$ cat src/logic/dccr_map.svh
// register map, field positions, reset values and divider constants of the config bank
`ifndef DCCR_MAP_SVH
`define DCCR_MAP_SVH
// ****************************************
// register addresses
// ****************************************
`define DCCR_A_MODE 6'h01
`define DCCR_A_BLANK 6'h02
`define DCCR_A_CHANNEL_CLOCK_DIVIDER 6'h03
`define DCCR_A_SLOPE 6'h04
`define DCCR_A_SPREAD 6'h05
`define DCCR_A_SOFT 6'h06
`define DCCR_A_IADJ1 6'h07
`define DCCR_A_IADJ2 6'h08
`define DCCR_A_DIMDIV 6'h09
`define DCCR_A_W1L 6'h0A
`define DCCR_A_W1H 6'h0B
`define DCCR_A_W2L 6'h0C
`define DCCR_A_W2H 6'h0D
`define DCCR_A_LHCFG 6'h17
`define DCCR_A_LHIADJ1 6'h18
`define DCCR_A_LHIADJ2 6'h19
`define DCCR_A_LHW1L 6'h1A
`define DCCR_A_LHW1H 6'h1B
`define DCCR_A_LHW2L 6'h1C
`define DCCR_A_LHW2H 6'h1D
// ****************************************
// reset values
// ****************************************
`define DCCR_R_ZERO 8'h00
`define DCCR_R_SLOPE 8'h55
`define DCCR_R_SPREAD 8'h05
`define DCCR_R_SOFT 8'h77
`define DCCR_R_DIMDIV 8'h01
`define DCCR_R_LHCFG 8'h3C
// ****************************************
// writable bit masks, reserved bits are zero
// ****************************************
`define DCCR_M_MODE 8'hEF
`define DCCR_M_BLANK 8'hC9
`define DCCR_M_CHANNEL_CLOCK_DIVIDER 8'h0F
`define DCCR_M_SLOPE 8'h77
`define DCCR_M_SPREAD 8'h3F
`define DCCR_M_DIMDIV 8'h07
`define DCCR_M_WH 8'h03
// ****************************************
// field positions
// ****************************************
`define DCCR_B_PHASE 7
`define DCCR_B_INTDIM 6
`define DCCR_B_DUAL 5
`define DCCR_B_LH 4
`define DCCR_B_GAIN 2
`define DCCR_B_CV 0
`define DCCR_B_LEB 6
`define DCCR_B_FILT2 3
`define DCCR_B_FILT1 0
`define DCCR_B_SMAG 4
// ****************************************
// divider constants
// ****************************************
`define DCCR_SW_MIN 4'h2
`define DCCR_SW_MAX 4'h8
`define DCCR_SW_TOP 2'h3
`define DCCR_FM_BASE 13'h1000
`define DCCR_FM_STEP 13'h0200
`define DCCR_FM_FINE 13'h0100
`define DCCR_FM_SPLIT 4'h8
`define DCCR_FM_OFF 4'hE
`define DCCR_SS_DIVS {7'h64, 7'h50, 7'h40, 7'h36, 7'h2E, 7'h26, 7'h20, 7'h1A, \
  7'h14, 7'h10, 7'h0C, 7'h08, 7'h06, 7'h04, 7'h02, 7'h00}
`define DCCR_SS_W 7
`define DCCR_IADJ_OFF 8'h08
`define DCCR_RAMP_TOP 8'hFF
`define DCCR_DIM_HALF 10'h200
`endif

$ cat src/logic/dccr_pkg.sv
// types shared by the dual channel config bank
`default_nettype none
package dccr_pkg;
  typedef logic [7:0] dccr_byte_t;
  typedef logic [9:0] dccr_width_t;
  typedef logic [12:0] dccr_fmdiv_t;
endpackage
`default_nettype wire

$ cat src/logic/dccr_config_bank.sv
// dual channel configuration register bank with clock dividers and dimming generator
// Function
// - phase bit 0 shifts internal dimming 180 degrees, 1 keeps it in phase
// - internal-dimming bit 0 uses external dimming pins, 1 internal generator
// - dual-phase bit picks two single channels or one dual-phase pair
// - limp-home pin high sets and holds the limp-home bit
// - only reset or a serial write of zero clears the limp-home bit
// - in limp-home the alternate register set drives the logic
// - limp-home ends only with pin low and bit written zero or cleared by reset
// - gain bit selects low or high error amplifier gain per channel
// - regulation bit selects constant current or constant voltage per channel
// - blanking bit selects short or long leading edge blanking
// - channel clock is main clock over 2, 4, 8, code three also 8
// - three-bit slope code sets ramp peak in 50 mV steps
// - spread magnitude code zero disables, others select 3.75, 7.5, 15 percent
// - spread rate code sets modulation divider, codes 14 and 15 disable
// - soft-start code sets ramp counter clock divider, zero disables soft-start
// - dual-phase uses channel one soft-start and current codes for both
// - current code eight or less turns channel off, above drives the DAC
// - dimming clock divides main clock by divider code plus one
// - low width register gives eight low bits of dimming width
// - high width register gives two top bits of dimming width
`timescale 1ns/100ps
`include "dccr_map.svh"
`default_nettype none
module dccr_config_bank (
  // clock and reset
  input wire logic clk_sys,
  input wire logic sys_rst,
  // register port from the serial front end
  input wire logic reg_wr_stb,
  input wire logic [5:0] reg_addr,
  input wire logic [7:0] reg_wdata,
  output logic [7:0] reg_rdata,
  // pins
  input wire logic limp_home_pin,
  input wire logic [1:0] ext_dimming_in,
  // mode settings
  output logic dimming_phase_select,
  output logic internal_dimming_select,
  output logic dual_phase_select,
  output logic limp_home_active,
  output logic [1:0] error_amp_gain_select,
  output logic [1:0] regulation_mode_select,
  output logic [1:0] blanking_length_select,
  output logic [1:0] current_limit_filter_select,
  output logic [5:0] slope_ramp_code,
  // clocks and modulation
  output logic [1:0] channel_clock_tick,
  output logic [1:0] spread_magnitude,
  output logic spread_tick,
  output logic dimming_clock_tick,
  // per channel drive
  output logic [15:0] current_adjust_code,
  output logic [1:0] channel_on,
  output logic [15:0] soft_start_divider_ramp,
  output logic [1:0] dimming_out
);
  // ****************************************
  // register storage
  // ****************************************
  dccr_pkg::dccr_byte_t mode_ff, blank_ff, channel_clock_divider_ff, slope_ff, spread_ff, soft_ff;
  dccr_pkg::dccr_byte_t iadj1_ff, iadj2_ff, dimdiv_ff, w1l_ff, w1h_ff, w2l_ff, w2h_ff;
  dccr_pkg::dccr_byte_t lhcfg_ff, lhiadj1_ff, lhiadj2_ff, lhw1l_ff, lhw1h_ff;
  dccr_pkg::dccr_byte_t lhw2l_ff, lhw2h_ff;
  logic lh_bit_ff;
  logic nxt_lh_bit;
  logic wr_mode;
  dccr_pkg::dccr_byte_t nxt_rdata;

  assign wr_mode = reg_wr_stb && (reg_addr == `DCCR_A_MODE);

  // register writes, reserved bits masked off
  always_ff @(posedge clk_sys or posedge sys_rst) begin
    if (sys_rst) begin
      mode_ff <= `DCCR_R_ZERO;
      blank_ff <= `DCCR_R_ZERO;
      channel_clock_divider_ff <= `DCCR_R_ZERO;
      slope_ff <= `DCCR_R_SLOPE;
      spread_ff <= `DCCR_R_SPREAD;
      soft_ff <= `DCCR_R_SOFT;
      iadj1_ff <= `DCCR_R_ZERO;
      iadj2_ff <= `DCCR_R_ZERO;
      dimdiv_ff <= `DCCR_R_DIMDIV;
      w1l_ff <= `DCCR_R_ZERO;
      w1h_ff <= `DCCR_R_ZERO;
      w2l_ff <= `DCCR_R_ZERO;
      w2h_ff <= `DCCR_R_ZERO;
      lhcfg_ff <= `DCCR_R_LHCFG;
      lhiadj1_ff <= `DCCR_R_ZERO;
      lhiadj2_ff <= `DCCR_R_ZERO;
      lhw1l_ff <= `DCCR_R_ZERO;
      lhw1h_ff <= `DCCR_R_ZERO;
      lhw2l_ff <= `DCCR_R_ZERO;
      lhw2h_ff <= `DCCR_R_ZERO;
    end else if (reg_wr_stb) begin
      unique case (reg_addr)
        `DCCR_A_MODE: mode_ff <= reg_wdata & `DCCR_M_MODE;
        `DCCR_A_BLANK: blank_ff <= reg_wdata & `DCCR_M_BLANK;
        `DCCR_A_CHANNEL_CLOCK_DIVIDER: channel_clock_divider_ff <= reg_wdata & `DCCR_M_CHANNEL_CLOCK_DIVIDER;
        `DCCR_A_SLOPE: slope_ff <= reg_wdata & `DCCR_M_SLOPE;
        `DCCR_A_SPREAD: spread_ff <= reg_wdata & `DCCR_M_SPREAD;
        `DCCR_A_SOFT: soft_ff <= reg_wdata;
        `DCCR_A_IADJ1: iadj1_ff <= reg_wdata;
        `DCCR_A_IADJ2: iadj2_ff <= reg_wdata;
        `DCCR_A_DIMDIV: dimdiv_ff <= reg_wdata & `DCCR_M_DIMDIV;
        `DCCR_A_W1L: w1l_ff <= reg_wdata;
        `DCCR_A_W1H: w1h_ff <= reg_wdata & `DCCR_M_WH;
        `DCCR_A_W2L: w2l_ff <= reg_wdata;
        `DCCR_A_W2H: w2h_ff <= reg_wdata & `DCCR_M_WH;
        `DCCR_A_LHCFG: lhcfg_ff <= reg_wdata;
        `DCCR_A_LHIADJ1: lhiadj1_ff <= reg_wdata;
        `DCCR_A_LHIADJ2: lhiadj2_ff <= reg_wdata;
        `DCCR_A_LHW1L: lhw1l_ff <= reg_wdata;
        `DCCR_A_LHW1H: lhw1h_ff <= reg_wdata & `DCCR_M_WH;
        `DCCR_A_LHW2L: lhw2l_ff <= reg_wdata;
        `DCCR_A_LHW2H: lhw2h_ff <= reg_wdata & `DCCR_M_WH;
        default: ;
      endcase
    end
  end

  // ****************************************
  // limp-home latch
  // ****************************************
  // pin set beats a same-cycle write of zero; a written one leaves the bit alone
  assign nxt_lh_bit = limp_home_pin |
    (lh_bit_ff & ~(wr_mode & ~reg_wdata[`DCCR_B_LH]));

  always_ff @(posedge clk_sys or posedge sys_rst) begin
    if (sys_rst) begin
      lh_bit_ff <= 1'b0;
    end else begin
      lh_bit_ff <= nxt_lh_bit;
    end
  end

  // mode lasts while the pin is high or the bit is still set
  assign limp_home_active = lh_bit_ff | limp_home_pin;

  // ****************************************
  // register read back
  // ****************************************
  always_comb begin
    nxt_rdata = `DCCR_R_ZERO;
    unique case (reg_addr)
      `DCCR_A_MODE: nxt_rdata = mode_ff | ({7'h00, lh_bit_ff} << `DCCR_B_LH);
      `DCCR_A_BLANK: nxt_rdata = blank_ff;
      `DCCR_A_CHANNEL_CLOCK_DIVIDER: nxt_rdata = channel_clock_divider_ff;
      `DCCR_A_SLOPE: nxt_rdata = slope_ff;
      `DCCR_A_SPREAD: nxt_rdata = spread_ff;
      `DCCR_A_SOFT: nxt_rdata = soft_ff;
      `DCCR_A_IADJ1: nxt_rdata = iadj1_ff;
      `DCCR_A_IADJ2: nxt_rdata = iadj2_ff;
      `DCCR_A_DIMDIV: nxt_rdata = dimdiv_ff;
      `DCCR_A_W1L: nxt_rdata = w1l_ff;
      `DCCR_A_W1H: nxt_rdata = w1h_ff;
      `DCCR_A_W2L: nxt_rdata = w2l_ff;
      `DCCR_A_W2H: nxt_rdata = w2h_ff;
      `DCCR_A_LHCFG: nxt_rdata = lhcfg_ff;
      `DCCR_A_LHIADJ1: nxt_rdata = lhiadj1_ff;
      `DCCR_A_LHIADJ2: nxt_rdata = lhiadj2_ff;
      `DCCR_A_LHW1L: nxt_rdata = lhw1l_ff;
      `DCCR_A_LHW1H: nxt_rdata = lhw1h_ff;
      `DCCR_A_LHW2L: nxt_rdata = lhw2l_ff;
      `DCCR_A_LHW2H: nxt_rdata = lhw2h_ff;
      default: nxt_rdata = `DCCR_R_ZERO; // unmapped reads zero
    endcase
  end

  always_ff @(posedge clk_sys or posedge sys_rst) begin
    if (sys_rst) begin
      reg_rdata <= `DCCR_R_ZERO;
    end else begin
      reg_rdata <= nxt_rdata;
    end
  end

  // ****************************************
  // effective settings, normal or limp-home set
  // ****************************************
  dccr_pkg::dccr_byte_t eff_iadj_ff [2];
  dccr_pkg::dccr_width_t eff_width_ff [2];
  logic [3:0] eff_soft_ff [2];
  logic dual;

  assign dual = mode_ff[`DCCR_B_DUAL];

  // limp-home swaps in its own set; dual phase copies channel one current and soft-start codes, widths stay per channel
  always_ff @(posedge clk_sys or posedge sys_rst) begin
    if (sys_rst) begin
      dimming_phase_select <= 1'b0;
      internal_dimming_select <= 1'b0;
      eff_iadj_ff[0] <= `DCCR_R_ZERO;
      eff_iadj_ff[1] <= `DCCR_R_ZERO;
      eff_width_ff[0] <= '0;
      eff_width_ff[1] <= '0;
      eff_soft_ff[0] <= 4'h0;
      eff_soft_ff[1] <= 4'h0;
    end else if (limp_home_active) begin
      dimming_phase_select <= lhcfg_ff[`DCCR_B_PHASE];
      internal_dimming_select <= lhcfg_ff[`DCCR_B_INTDIM];
      eff_iadj_ff[0] <= lhiadj1_ff;
      eff_iadj_ff[1] <= dual ? lhiadj1_ff : lhiadj2_ff;
      eff_width_ff[0] <= {lhw1h_ff[1:0], lhw1l_ff};
      eff_width_ff[1] <= {lhw2h_ff[1:0], lhw2l_ff};
      eff_soft_ff[0] <= soft_ff[3:0];
      eff_soft_ff[1] <= dual ? soft_ff[3:0] : soft_ff[7:4];
    end else begin
      dimming_phase_select <= mode_ff[`DCCR_B_PHASE];
      internal_dimming_select <= mode_ff[`DCCR_B_INTDIM];
      eff_iadj_ff[0] <= iadj1_ff;
      eff_iadj_ff[1] <= dual ? iadj1_ff : iadj2_ff;
      eff_width_ff[0] <= {w1h_ff[1:0], w1l_ff};
      eff_width_ff[1] <= {w2h_ff[1:0], w2l_ff};
      eff_soft_ff[0] <= soft_ff[3:0];
      eff_soft_ff[1] <= dual ? soft_ff[3:0] : soft_ff[7:4];
    end
  end

  // plain field outputs straight from the register flops
  assign dual_phase_select = dual;
  assign error_amp_gain_select = mode_ff[`DCCR_B_GAIN +: 2];
  assign regulation_mode_select = mode_ff[`DCCR_B_CV +: 2];
  assign blanking_length_select = blank_ff[`DCCR_B_LEB +: 2];
  assign current_limit_filter_select = {blank_ff[`DCCR_B_FILT2], blank_ff[`DCCR_B_FILT1]};
  assign slope_ramp_code = {slope_ff[6:4], slope_ff[2:0]};
  assign spread_magnitude = spread_ff[`DCCR_B_SMAG +: 2];

  // ****************************************
  // spread-spectrum rate divider
  // ****************************************
  dccr_pkg::dccr_fmdiv_t fm_cnt_ff, fm_div;
  logic [3:0] fm_rate;
  logic fm_run;

  assign fm_rate = spread_ff[3:0];
  assign fm_run = (fm_rate < `DCCR_FM_OFF) && (spread_magnitude != 2'h0);
  // codes below eight step by 512, upper codes halve from 256
  assign fm_div = (fm_rate < `DCCR_FM_SPLIT) ?
    13'(`DCCR_FM_BASE - `DCCR_FM_STEP * fm_rate) :
    13'(`DCCR_FM_FINE >> (fm_rate - `DCCR_FM_SPLIT));

  always_ff @(posedge clk_sys or posedge sys_rst) begin
    if (sys_rst) begin
      fm_cnt_ff <= '0;
      spread_tick <= 1'b0;
    end else if (!fm_run) begin
      fm_cnt_ff <= '0;
      spread_tick <= 1'b0;
    end else if (fm_cnt_ff >= 13'(fm_div - 13'h0001)) begin
      fm_cnt_ff <= '0;
      spread_tick <= 1'b1;
    end else begin
      fm_cnt_ff <= 13'(fm_cnt_ff + 13'h0001);
      spread_tick <= 1'b0;
    end
  end

  // ****************************************
  // dimming clock and width counter
  // ****************************************
  logic [2:0] dim_pre_ff;
  dccr_pkg::dccr_width_t dim_cnt_ff;

  // division is code plus one, code zero ticks every cycle
  assign dimming_clock_tick = (dim_pre_ff >= dimdiv_ff[2:0]);

  always_ff @(posedge clk_sys or posedge sys_rst) begin
    if (sys_rst) begin
      dim_pre_ff <= 3'h0;
      dim_cnt_ff <= '0;
    end else if (dimming_clock_tick) begin
      dim_pre_ff <= 3'h0;
      dim_cnt_ff <= 10'(dim_cnt_ff + 10'h001);
    end else begin
      dim_pre_ff <= 3'(dim_pre_ff + 3'h1);
    end
  end

  // ****************************************
  // per channel clock, soft-start and dimming
  // ****************************************
  function automatic logic [6:0] dccr_ss_div(input logic [3:0] code);
    logic [111:0] tab;
    tab = `DCCR_SS_DIVS;
    return tab[code * `DCCR_SS_W +: `DCCR_SS_W];
  endfunction

  genvar ch;
  generate
    for (ch = 0; ch < 2; ch++) begin : g_ch
      logic [3:0] sw_cnt_ff, sw_div;
      logic [6:0] ss_cnt_ff, ss_div;
      dccr_pkg::dccr_byte_t ramp_ff;
      dccr_pkg::dccr_width_t pos;
      logic on;
      logic dim_ff;

      // channel clock: 2, 4, 8 with the top code held at 8
      assign sw_div = (channel_clock_divider_ff[ch*2 +: 2] == `DCCR_SW_TOP) ? `DCCR_SW_MAX :
        4'(`DCCR_SW_MIN << channel_clock_divider_ff[ch*2 +: 2]);
      assign channel_clock_tick[ch] = (sw_cnt_ff >= 4'(sw_div - 4'h1));

      always_ff @(posedge clk_sys or posedge sys_rst) begin
        if (sys_rst) begin
          sw_cnt_ff <= 4'h0;
        end else if (channel_clock_tick[ch]) begin
          sw_cnt_ff <= 4'h0;
        end else begin
          sw_cnt_ff <= 4'(sw_cnt_ff + 4'h1);
        end
      end

      // channel is off at code eight or below
      assign on = (eff_iadj_ff[ch] > `DCCR_IADJ_OFF);
      assign channel_on[ch] = on;
      assign current_adjust_code[ch*8 +: 8] = eff_iadj_ff[ch];

      // soft-start ramp climbs once per divided clock and stops at the top
      assign ss_div = dccr_ss_div(eff_soft_ff[ch]);
      always_ff @(posedge clk_sys or posedge sys_rst) begin
        if (sys_rst) begin
          ss_cnt_ff <= 7'h00;
          ramp_ff <= `DCCR_R_ZERO;
        end else if (!on) begin
          ss_cnt_ff <= 7'h00;
          ramp_ff <= `DCCR_R_ZERO;
        end else if (ss_div == 7'h00) begin
          ramp_ff <= `DCCR_RAMP_TOP;
        end else if (ss_cnt_ff >= 7'(ss_div - 7'h01)) begin
          ss_cnt_ff <= 7'h00;
          if (ramp_ff != `DCCR_RAMP_TOP) begin
            ramp_ff <= 8'(ramp_ff + 8'h01);
          end
        end else begin
          ss_cnt_ff <= 7'(ss_cnt_ff + 7'h01);
        end
      end
      assign soft_start_divider_ramp[ch*8 +: 8] = ramp_ff;

      // second channel runs half a period late unless in phase
      assign pos = (ch == 1 && !dimming_phase_select) ?
        10'(dim_cnt_ff + `DCCR_DIM_HALF) : dim_cnt_ff;
      always_ff @(posedge clk_sys or posedge sys_rst) begin
        if (sys_rst) begin
          dim_ff <= 1'b0;
        end else if (internal_dimming_select) begin
          dim_ff <= (pos < eff_width_ff[ch]);
        end else begin
          dim_ff <= ext_dimming_in[ch];
        end
      end
      assign dimming_out[ch] = dim_ff;
    end
  endgenerate
endmodule // dccr_config_bank
`default_nettype wire

$ cat config.mk
export PLATFORM = sky130hd
export DESIGN_NAME = dccr_config_bank
export DESIGN_NICKNAME = d
export VERILOG_FILES = /design/src/logic/dccr_pkg.sv /design/src/logic/dccr_config_bank.sv
export VERILOG_INCLUDE_DIRS = /design/src /design/src/logic
export SDC_FILE = /design/constraint.sdc
export NUM_CORES = 1
export LEC_CHECK = 0
export ABC_CLOCK_PERIOD_IN_PS = 21100
export BUFFER_PORTS_ARGS = -buffer_cell sky130_fd_sc_hd__buf_2
export CORE_MARGIN = 2
export CORE_UTILIZATION = 39
export DETAILED_ROUTE_END_ITERATION = 12
export PLACE_DENSITY = 0.62
export SETUP_SLACK_MARGIN = 0.02
export SLEW_MARGIN = 20
export SYNTH_ARGS = -nofsm -noshare
export SYNTH_HDL_FRONTEND = slang
export SYNTH_SLANG_ARGS = --single-unit
$ cat constraint.sdc
create_clock -name clk_sys -period 21.1 [get_ports clk_sys]
set_clock_uncertainty 0.2 [all_clocks]
set_input_delay 1.055 -clock clk_sys [delete_from_list [all_inputs] [get_ports clk_sys]]
set_output_delay 1.055 -clock clk_sys [all_outputs]
set_load 0.05 [all_outputs]
==> results.tsv, run 1 <==
metric	value	unit
worstHoldPathCells	0	
fin_crit_sh	0.2017	
place_ws	16.83	ns
cp_cell_sequence	inv_1, ha_1, a21oi_1, a21oi_1, ha_1, and3_1, o21ai_0, o21ai_0, o311ai_0, a21boi_0, ha_1, nand3_1, a21oi_1, o22ai_1, buf_4, or4_1, a311o_1	
p_comb_frac	0.270	
cts_hold_buf	0	
post-route-util	0.4525	
numCtsBuffers	29	
finalWirelength	31560	um
r2r_start	eff_soft_ff[0]$_DFF_PP0_	
max_stage_delay	0.49	ns
synth_edf_count	0	
synth.distinct_cells	80	
p_sw_frac	0.3613	
min_from	soft_ff[2]$_DFFE_PP1P_	
relSlewSlack	0.2882	
rows	66	
cp_num_buf_inv	2	
cts_buffer_depth	3	
cts_tree	yes	
dieArea	34530	um2
worst_pin_slew	1.068	ns
die_w	185.8	um
cap_violations	0	
antenna_found_initial	0	
worst_hold_path.endpoint	eff_soft_ff[6]$_DFF_PP0_	
grt_pass1_wl	50380	um
dr.pass1.iters	5	
area_growth	14.18	%
grt_max_degree	128	
htreeDepth	1	
drt_iter0_markers	660	
num_antenna_cells	0	
r2r-end	g_ch[1].ramp_ff[7]$_DFFE_PP0P_	
place_inst	1642	
port_buffers	87	
path_clk_slew	0.06	ns
crit_fanout	24	
clock_latency	0.57	ns
die_y	185.8	um
final_common_cell	dfrtp_1	
path_class	flop to flop	
final_cells	1696	
ios	88	
fp.coreArea	32540	um2
grt.total_usage	0.1849	
irDropWorstVdd	104.1	uV
worstPathArrival	4.49	ns
dr_total_vias	9301	
pwr-share-seq	0.392	
timing.hold.worst.class	flop to flop	
ys_ff_latch	240	
gp_congestion	0.8446	
initial_core_util	0.3963	
final_nets	1325	
clkPwrFrac	0.338	
final_hold_viol_count	0	
final.setup.tns	0	ns
ys_dominant_reg_cell	dfrtp_1	
cp-start-kind	flop	
route.detailed.drc	0	
yosysWarnings	0	
internal_power	0.001029	W
synth.avg_cell_area	11.07	um2
routed_via_density	5.484	
cts-root-buf	clkbuf_16	
layout-drive-gt1-share	0.2759	
crit_path_end_kind	flop	
power.density	109.4	nW/um2
detail-route-antenna-nets	0	
p_leak	6.905	nW
hpwl	22410	um
ys_seq_area_frac	0.4674	
setup_viol	0	
r2r_setup_slack	16.84	ns
syn_inst	1165	
status	finished clean	
critical-path-slowest-cell	dfrtp_1	
rsz0062_at_grt	no	
clock_sinks	240	
postCtsResizedCells	0	
wl_per_cell	18.61	um
layout_setup_ws	16.84	ns
syn_area	12890	um2
cts_setup_buffers	0	
crit_family	compound AO/OA/AOI/OAI gates	
startpoint	eff_soft_ff[0]$_DFF_PP0_	
overflow	0	
rr_worst_depth	17	
p_sw	0.0005820	W
drv_slew	0	
max_freq	235.0	MHz
async_reset_ff_frac	1.000	
min_period	4.255	ns
final_cell_mix	223 x dfrtp_1, 153 x mux2_2, 87 x buf_2	
fin_total_pwr	0.001611	W
worstPathRequired	21.34	ns
grt_pass1_vias	9101	
==> registers in the layout (all words and copies together), names as in the netlist, 10 cells and up <==
| name | cells |
|---|---|
| eff_width_ff | 20 |
| dim_cnt_ff | 10 |
| g_ch.ss_cnt_ff | 14 |
| fm_cnt_ff | 13 |
| current_adjust_code | 16 |
| g_ch.ramp_ff | 16 |
==> synthesized netlist by cell type, drive strengths merged, types with 12 or more instances <==
cell type,instances,share of area
nor3,26,0.011
nand3,44,0.017
xor2,20,0.014
dfrtp,223,0.43
and3,14,0.0068
nand2,76,0.025
clkbuf,35,0.010
nor2b,12,0.0058
ha,74,0.072
a21oi,41,0.016
a21o,15,0.0087
inv,47,0.014
a22oi,35,0.020
o21ai,41,0.016
mux2i,18,0.014
nor2,69,0.026
mux2,153,0.13
nand4,22,0.011
xnor2,20,0.014
buf,25,0.012
dfstp,17,0.035
==> power by group through the flow <==
stage / Combinational [W] / Sequential (W) / Clock, W
floorplan: 0.000274 / 0.000687 / 0
global placement: 0.000428 / 0.000635 / 0
detailed placement: 0.000437 / 0.000639 / 0
CTS: 0.000440 / 0.000631 / 0.000555
global route: 0.000483 / 0.000643 / 0.000575
finish: 0.000435 / 0.000631 / 0.000545
==> worst max path at each step <==
| stage | depth (start not counted) | slack, ns | endpoint |
|---|---|---|---|
| 2_1_floorplan | 1 | 13.29 | blank_ff[0]$_DFFE_PP0P_ |
| 3_3_place_gp | 17 | 17.00 | g_ch[1].ramp_ff[7]$_DFFE_PP0P_ |
| 3_5_place_dp | 12 | 16.83 | g_ch[0].ramp_ff[1]$_DFFE_PP0P_ |
| 4_1_cts | 12 | 16.83 | g_ch[0].ramp_ff[1]$_DFFE_PP0P_ |
| 5_1_grt | 17 | 16.50 | g_ch[1].ramp_ff[7]$_DFFE_PP0P_ |
| 6_report | 17 | 16.84 | g_ch[1].ramp_ff[7]$_DFFE_PP0P_ |
==> worst register-to-register path, stage by stage, from the launching register on <==
cell and delay [ns]:
dfrtp_1 0.49, inv_1 0.14, ha_1 0.47, a21oi_1 0.11, a21oi_1 0.17, ha_1 0.27
and3_1 0.17, o21ai_0 0.06, o21ai_0 0.10, o311ai_0 0.14, a21boi_0 0.17, ha_1 0.31
nand3_1 0.08, a21oi_1 0.12, o22ai_1 0.09, buf_4 0.21, or4_1 0.49, a311o_1 0.36
==> per-stage QoR <==
stage / cell area [um2] / hold slack (ns)
after detailed placement: 13650 / 0.2404
after floorplan: 12900 / 0.1841
after CTS: 14720 / 0.2663
final: 14720 / 0.2704
after global routing: 14720 / 0.2765
after global placement: 13650 / 0.2401
==> per-layer routing <==
layer | routed length (um) | up-vias | GRT usage
met2 | 14670 | 273 | 0.2972
li1 | - | 4376 | -
met4 | 768 | 0 | 0.05071
met3 | 1887 | 53 | 0.03189
met1 | 14230 | 4599 | 0.2575
met5 | 0 | - | 0
==> layout make-up <==
cell class              count  area, um2
repair buffers             92      473.0
inverters                  50      195.2
flip-flops and latches    240       6027
fillers                  3074      17810
multi-input cells         818       6409
well taps                 442      553.0
clock buffers              34      794.5
clock inverters            20      270.3
==> cells by family after synthesis <==
| logic type | Yosys count | synth area share |
|---|---|---|
| other | 1 | 0.0002908 |
| multiplexers | 172 | 0.1493 |
| flip-flops | 240 | 0.4674 |
| XOR/XNOR | 40 | 0.02717 |
| AO/OA/AOI/OAI | 203 | 0.1073 |
| adder cells (fa/ha/maj) | 74 | 0.07181 |
| AND/OR/NAND/NOR | 325 | 0.1393 |
| buffers and inverters | 110 | 0.03726 |
(Power assumes the default switching activity.)
==> inputs of run 2 (changes only) <==
--- a/config.mk
+++ b/config.mk
@@ -6,12 +6,12 @@
 export SDC_FILE = /design/constraint.sdc
 export NUM_CORES = 1
 export LEC_CHECK = 0
-export ABC_CLOCK_PERIOD_IN_PS = 21100
+export ABC_CLOCK_PERIOD_IN_PS = 3850
 export BUFFER_PORTS_ARGS = -buffer_cell sky130_fd_sc_hd__buf_2
 export CORE_MARGIN = 2
 export CORE_UTILIZATION = 39
 export DETAILED_ROUTE_END_ITERATION = 12
-export PLACE_DENSITY = 0.62
+export PLACE_DENSITY = 0.64
 export SETUP_SLACK_MARGIN = 0.02
 export SLEW_MARGIN = 20
 export SYNTH_ARGS = -nofsm -noshare
==> constraint.sdc (replaced) <==
create_clock -name clk_sys -period 3.85 [get_ports clk_sys]
set_clock_uncertainty 0.2 [all_clocks]
set_input_delay 0.1925 -clock clk_sys [delete_from_list [all_inputs] [get_ports clk_sys]]
set_output_delay 0.1925 -clock clk_sys [all_outputs]
set_load 0.05 [all_outputs]
==> results.tsv, run 2 (synthesis gave the netlist of run 1 again) <==
metric	value	unit	change
num_antenna_cells	0		unchanged
final.setup.tns	0	ns	unchanged
cp_common_cell	ha_1		
p_sw	0.003140	W	was 0.0005820 W
post-route-util	0.4587		was 0.4525
cp-start-kind	flop		unchanged
fill_cells	3060		was 3074
pwr-share-seq	0.399		was 0.392
relSlewSlack	0.4212		was 0.2882
layout_setup_ws	0.1976	ns	was 16.84 ns
antenna_found_initial	0		unchanged
largest_reg_flops	20		unchanged
worst_pin_slew	0.8618	ns	was 1.068 ns
drt_iter0_markers	580		was 660
die_w	185.8	um	unchanged
finalWirelength	32000	um	was 31560 um
dieArea	34530	um2	unchanged
clock_latency	0.56	ns	was 0.57 ns
final_common_cell	dfrtp_1		unchanged
gp_congestion	0.8617		was 0.8446
timing.hold.worst.class	input pin to asynchronous set/reset pin		was flop to flop
cts_tree	yes		unchanged
route.detailed.drc	0		unchanged
grt.total_usage	0.1874		was 0.1849
port_buffers	87		unchanged
final_cells	1722		was 1696
layout-drive-gt1-share	0.2844		was 0.2759
area_growth	15.74	%	was 14.18%
routed_via_density	5.497		was 5.484
numCtsBuffers	28		was 29
worstPathRequired	4.10	ns	was 21.34 ns
p_leak	6.980	nW	was 6.905 nW
cap_violations	0		unchanged
rsz0062_at_grt	no		unchanged
cts_buffer_depth	3		unchanged
place_inst	1656		was 1642
cts-root-buf	clkbuf_16		unchanged
path_class	flop to flop		unchanged
clock_sinks	240		unchanged
rows	66		unchanged
max_stage_delay	0.60	ns	was 0.49 ns
ios	88		unchanged
crit_fanout	14		was 24
clkPwrFrac	0.315		was 0.338
min_period	3.652	ns	was 4.255 ns
fin_area	14920	um2	was 14720 um2
place_ws	0.1338	ns	was 16.83 ns
max_freq	273.8	MHz	was 235.0 MHz
setup_viol	0		unchanged
hpwl	23010	um	was 22410 um
final_cell_mix	221 x dfrtp_1, 153 x mux2_2, 87 x buf_2		was 223 x dfrtp_1, 153 x mux2_2, 87 x buf_2
power.density	577.9	nW/um2	was 109.4 nW/um2
status	finished clean		unchanged
p_comb_frac	0.286		was 0.270
initial_core_util	0.3963		unchanged
grt_max_degree	107		was 128
die_y	185.8	um	unchanged
htreeDepth	1		unchanged
fp.coreArea	32540	um2	unchanged
wl_per_cell	18.58	um	was 18.61 um
worstPathArrival	3.91	ns	was 4.49 ns
critical-path-slowest-cell	dfstp_2		was dfrtp_1
final_nets	1352		was 1325
detail-route-antenna-nets	0		unchanged
cp_cell_sequence	inv_1, ha_1, or2_2, o41ai_2, o21ai_0, ha_1, a2111o_1, a2111oi_0, a21oi_1, buf_4, nor3_1		was inv_1, ha_1, a21oi_1, a21oi_1, ha_1, and3_1, o21ai_0, o21ai_0, o311ai_0, a21boi_0, ha_1, nand3_1, a21oi_1, o22ai_1, buf_4, or4_1, a311o_1
top_register	eff_width_ff		unchanged
cp_num_buf_inv	2		unchanged
r2r_setup_slack	0.20	ns	was 16.84 ns
place_area	13790	um2	was 13650 um2
drv_slew	0		unchanged
irDropWorstVdd	372.1	uV	was 104.1 uV
grt_pass1_wl	51320	um	was 50380 um
fin_crit_sh	0.9487		was 0.2017
internal_power	0.005484	W	was 0.001029 W
dr_total_vias	9466		was 9301
crit_family	compound AO/OA/AOI/OAI gates		unchanged
overflow	0		unchanged
crit_path_end_kind	flop		unchanged
path_clk_slew	0.06	ns	about the same
final_hold_viol_count	0		unchanged
p_sw_frac	0.3641		was 0.3613
grt_pass1_vias	9307		was 9101
dr.pass1.iters	6		was 5
[run 2: changes by cell type in the layout (fill, tap and decap cells not counted), sizes merged]
cell and delta:
dlygate4sd3 +13, inv -5, clkinvlp +1, bufinv -3, clkinv -3, buf +15, clkbuf +8
[run 2: stage by stage]
| stage | hold slack (ns) | power (W) |
|---|---|---|
| after global placement | 0.06660 | 0.005850 |
| after global routing | 0.07251 | 0.009135 |
| after CTS | 0.02507 | 0.008678 |
| after floorplan | 0.1009 | 0.005268 |
| final | 0.04505 | 0.008624 |
| after detailed placement | 0.07278 | 0.005925 |
[run 2: power groups by stage]
stage | registers (W) | clock network, W | logic (W)
2_1_floorplan | 0.00377 | 0 | 0.00150
3_3_place_gp | 0.00346 | 0 | 0.00239
3_5_place_dp | 0.00348 | 0 | 0.00245
4_1_cts | 0.00344 | 0.00277 | 0.00247
5_1_grt | 0.00351 | 0.00288 | 0.00274
6_report | 0.00344 | 0.00271 | 0.00247
[run 2: layout make-up]
class	count	area (um2)	share of cell area
Multi-Input combinational cell	818	6449	0.4321
Sequential cell	240	6030	0.4040
Clock buffer	42	833.3	0.05584
Timing Repair Buffer	120	740.7	0.04964
Tap cell	442	553.0	0.03706
Inverter	50	191.4	0.01283
Clock inverter	10	126.4	0.008468
[run 2: worst paths after layout]
kind	from	end	cells past startpoint
worst min-delay path	sys_rst	fm_cnt_ff[6]$_DFF_PP0_	3
min in group clk_sys	reg_addr[1]	lhw1h_ff[1]$_DFFE_PP0P_	4
worst max register to register	spread_ff[0]$_DFFE_PP1P_	fm_cnt_ff[10]$_DFF_PP0_	11
worst max-delay path	spread_ff[0]$_DFFE_PP1P_	fm_cnt_ff[10]$_DFF_PP0_	11
max in group asynchronous	sys_rst	reg_rdata[1]$_DFF_PP0_	4
worst min register to register	soft_ff[0]$_DFFE_PP1P_	eff_soft_ff[4]$_DFF_PP0_	0
[run 2: what timing repair did]
item / in CTS / in global routing
endpoints found under the setup margin: 0 / 31
hold buffers: 13 / 0
resized for setup: 0 / 14
setup buffers: 0 / 1
hold endpoints to repair: 112 / 0
[run 2: layer usage]
layer  global-route usage  up-vias  share of wire
li1                     -     4438              -
met1               0.2669     4742           0.46
met3              0.03033       39          0.052
met4              0.04126        0          0.018
met2               0.3002      247           0.47
met5                    0        -              0
[run 2: tightest hold or removal path, stage by stage]
cell and delay, ns:
dlygate4sd3_1 0.54, buf_2 0.14, clkinvlp_4 0.38
==> inputs of run 3 (changes only) <==
--- a/config.mk
+++ b/config.mk
@@ -6,12 +6,13 @@
 export SDC_FILE = /design/constraint.sdc
 export NUM_CORES = 1
 export LEC_CHECK = 0
-export ABC_CLOCK_PERIOD_IN_PS = 3850
+export ABC_CLOCK_PERIOD_IN_PS = 4200
 export BUFFER_PORTS_ARGS = -buffer_cell sky130_fd_sc_hd__buf_2
 export CORE_MARGIN = 2
-export CORE_UTILIZATION = 39
+export CORE_UTILIZATION = 60
 export DETAILED_ROUTE_END_ITERATION = 12
-export PLACE_DENSITY = 0.64
+export GPL_ROUTABILITY_DRIVEN = 0
+export PLACE_DENSITY = 0.85
 export SETUP_SLACK_MARGIN = 0.02
 export SLEW_MARGIN = 20
 export SYNTH_ARGS = -nofsm -noshare
==> constraint.sdc (replaced) <==
create_clock -name clk_sys -period 4.2 [get_ports clk_sys]
set_clock_uncertainty 0.2 [all_clocks]
set_input_delay 0.21 -clock clk_sys [delete_from_list [all_inputs] [get_ports clk_sys]]
set_output_delay 0.21 -clock clk_sys [all_outputs]
set_load 0.05 [all_outputs]
==> results.tsv, run 3 (synthesis gave the netlist of run 1 again) <==
metric	value	unit	change
top_register	eff_width_ff		unchanged
relSlewSlack	0.3338		was 0.4212
fill_cells	1487		was 3060
place_area	13530	um2	was 13790 um2
p_sw_frac	0.3691		was 0.3641
grt_max_degree	127		was 107
power.density	530.6	nW/um2	was 577.9 nW/um2
rows	53		was 66
htreeDepth	1		unchanged
p_leak	6.902	nW	was 6.980 nW
worstPathRequired	4.42	ns	was 4.10 ns
final.setup.tns	0	ns	unchanged
irDropWorstVdd	513.9	uV	was 372.1 uV
cap_violations	0		unchanged
cts-root-buf	clkbuf_16		unchanged
whs	0.04882	ns	was 0.04505 ns
die_w	150.6	um	was 185.8 um
antenna_found_initial	0		unchanged
path_clk_slew	0.06	ns	about the same
r2r_start	eff_soft_ff[1]$_DFF_PP0_		was spread_ff[0]$_DFFE_PP1P_
layout-drive-gt1-share	0.2715		was 0.2844
port_buffers	87		unchanged
startpoint	eff_soft_ff[1]$_DFF_PP0_		was spread_ff[0]$_DFFE_PP1P_
dieArea	22680	um2	was 34530 um2
min_period	3.935	ns	was 3.652 ns
detail-route-antenna-nets	0		unchanged
drt_iter0_markers	913		was 580
final_hold_viol_count	0		unchanged
status	finished clean		unchanged
largest_reg_flops	20		unchanged
final_nets	1342		was 1352
worst_pin_slew	0.9969	ns	was 0.8618 ns
overflow	0		unchanged
cts_tree	yes		unchanged
rsz0062_at_grt	no		unchanged
final_cell_mix	223 x dfrtp_1, 153 x mux2_2, 87 x buf_2		was 221 x dfrtp_1, 153 x mux2_2, 87 x buf_2
drv_slew	0		unchanged
routed_via_density	6.364		was 5.497
min_from	reg_wdata[0]		
setup_viol	0		unchanged
dr.pass1.iters	5		was 6
grt.total_usage	0.2820		was 0.1874
fin_total_pwr	0.007699	W	was 0.008624 W
route.detailed.drc	0		unchanged
p_sw	0.002841	W	was 0.003140 W
timing.hold.worst.class	input pin to flop		was input pin to asynchronous set/reset pin
ios	88		unchanged
grt_pass1_vias	9613		was 9307
finalWirelength	31050	um	was 32000 um
path_class	flop to flop		unchanged
final_common_cell	dfrtp_1		unchanged
final_cells	1542		was 1722
fp.coreArea	21090	um2	was 32540 um2
crit_path_end_kind	flop		unchanged
area_growth	12.54	%	was 15.74%
crit_fanout	24		was 14
grt_pass1_wl	50230	um	was 51320 um
internal_power	0.004857	W	was 0.005484 W
cts_buffer_depth	3		unchanged
fin_area	14510	um2	was 14920 um2
pwr-share-seq	0.411		was 0.399
clock_latency	0.54	ns	was 0.56 ns
worstPathArrival	4.16	ns	was 3.91 ns
max_freq	254.1	MHz	was 273.8 MHz
fin_crit_sh	0.9369		was 0.9487
num_antenna_cells	0		unchanged
initial_core_util	0.6114		was 0.3963
clkPwrFrac	0.296		was 0.315
wl_per_cell	20.13	um	was 18.58 um
dr_total_vias	9813		was 9466
place_inst	1483		was 1656
p_comb_frac	0.293		was 0.286
die_y	150.6	um	was 185.8 um
cp-start-kind	flop		unchanged
numCtsBuffers	25		was 28
hpwl	21410	um	was 23010 um
clock_sinks	240		unchanged
==> run 3: worst paths after layout <==
kind                       slack, ns                             end  cells past startpoint
max                             0.27  g_ch[1].ramp_ff[7]$_DFFE_PP0P_                     17
min                             0.05        dimdiv_ff[0]$_DFFE_PP1P_                      2
max reg2reg                     0.27  g_ch[1].ramp_ff[7]$_DFFE_PP0P_                     17
min reg2reg                     0.26        eff_soft_ff[6]$_DFF_PP0_                      0
max in group asynchronous       2.95  g_ch[0].ramp_ff[1]$_DFFE_PP0P_                      4
min in group asynchronous       0.26          fm_cnt_ff[8]$_DFF_PP0_                      4
==> run 3: critical path: stages, from the launching register on <==
cell and delay (ns):
dfrtp_1 0.41, inv_2 0.11, ha_1 0.25, a21oi_1 0.15, a21oi_1 0.09, ha_1 0.26, a21oi_1 0.17, o21ai_0 0.09
o21ai_0 0.08, o311ai_0 0.15, a21boi_0 0.18, ha_1 0.33, nand3_1 0.09, a21oi_1 0.13, o22ai_1 0.13, buf_12 0.17
or4_1 0.47, a311o_1 0.35
==> run 3: cell type report <==
class / count / area (um2) / area share
clock inverters: 11 / 128.9 / 0.008882
multi-input cells: 818 / 6410 / 0.4418
flip-flops and latches: 240 / 6027 / 0.4154
repair buffers: 113 / 685.7 / 0.04725
well taps: 275 / 344.1 / 0.02371
inverters: 50 / 191.4 / 0.01319
clock buffers: 35 / 723.2 / 0.04984
==> run 3: per-layer routing <==
layer  share of wire  vias up  global-route usage
li1                -     4425                   -
met3           0.076       95             0.04242
met5               0        -                   0
met1            0.41     4865              0.3862
met4           0.033        0             0.09065
met2            0.48      428              0.4655
==> run 3: power by group through the flow <==
stage	clock network (W)	logic (W)	registers, W
2_1_floorplan	0	0.00137	0.00345
3_3_place_gp	0	0.00214	0.00317
3_5_place_dp	0	0.00222	0.00319
4_1_cts	0.00231	0.00226	0.00315
5_1_grt	0.00241	0.00248	0.00321
6_report	0.00228	0.00226	0.00317
==> run 3: through the flow <==
step / setup WS (ns) / util
3_3_place_gp: 0.4068 / 0.6414
5_1_grt: 0.03284 / 0.6881
4_1_cts: 0.1643 / 0.6875
2_1_floorplan: 0.2474 / -
6_report: 0.2652 / 0.6881
3_5_place_dp: 0.1673 / 0.6414
==> run 3: what timing repair did <==
item	CTS	global route
hold buffers	12	0
setup buffers	0	1
gates resized for setup	0	3
endpoints found under the hold margin	302	0
setup endpoints to repair	0	9
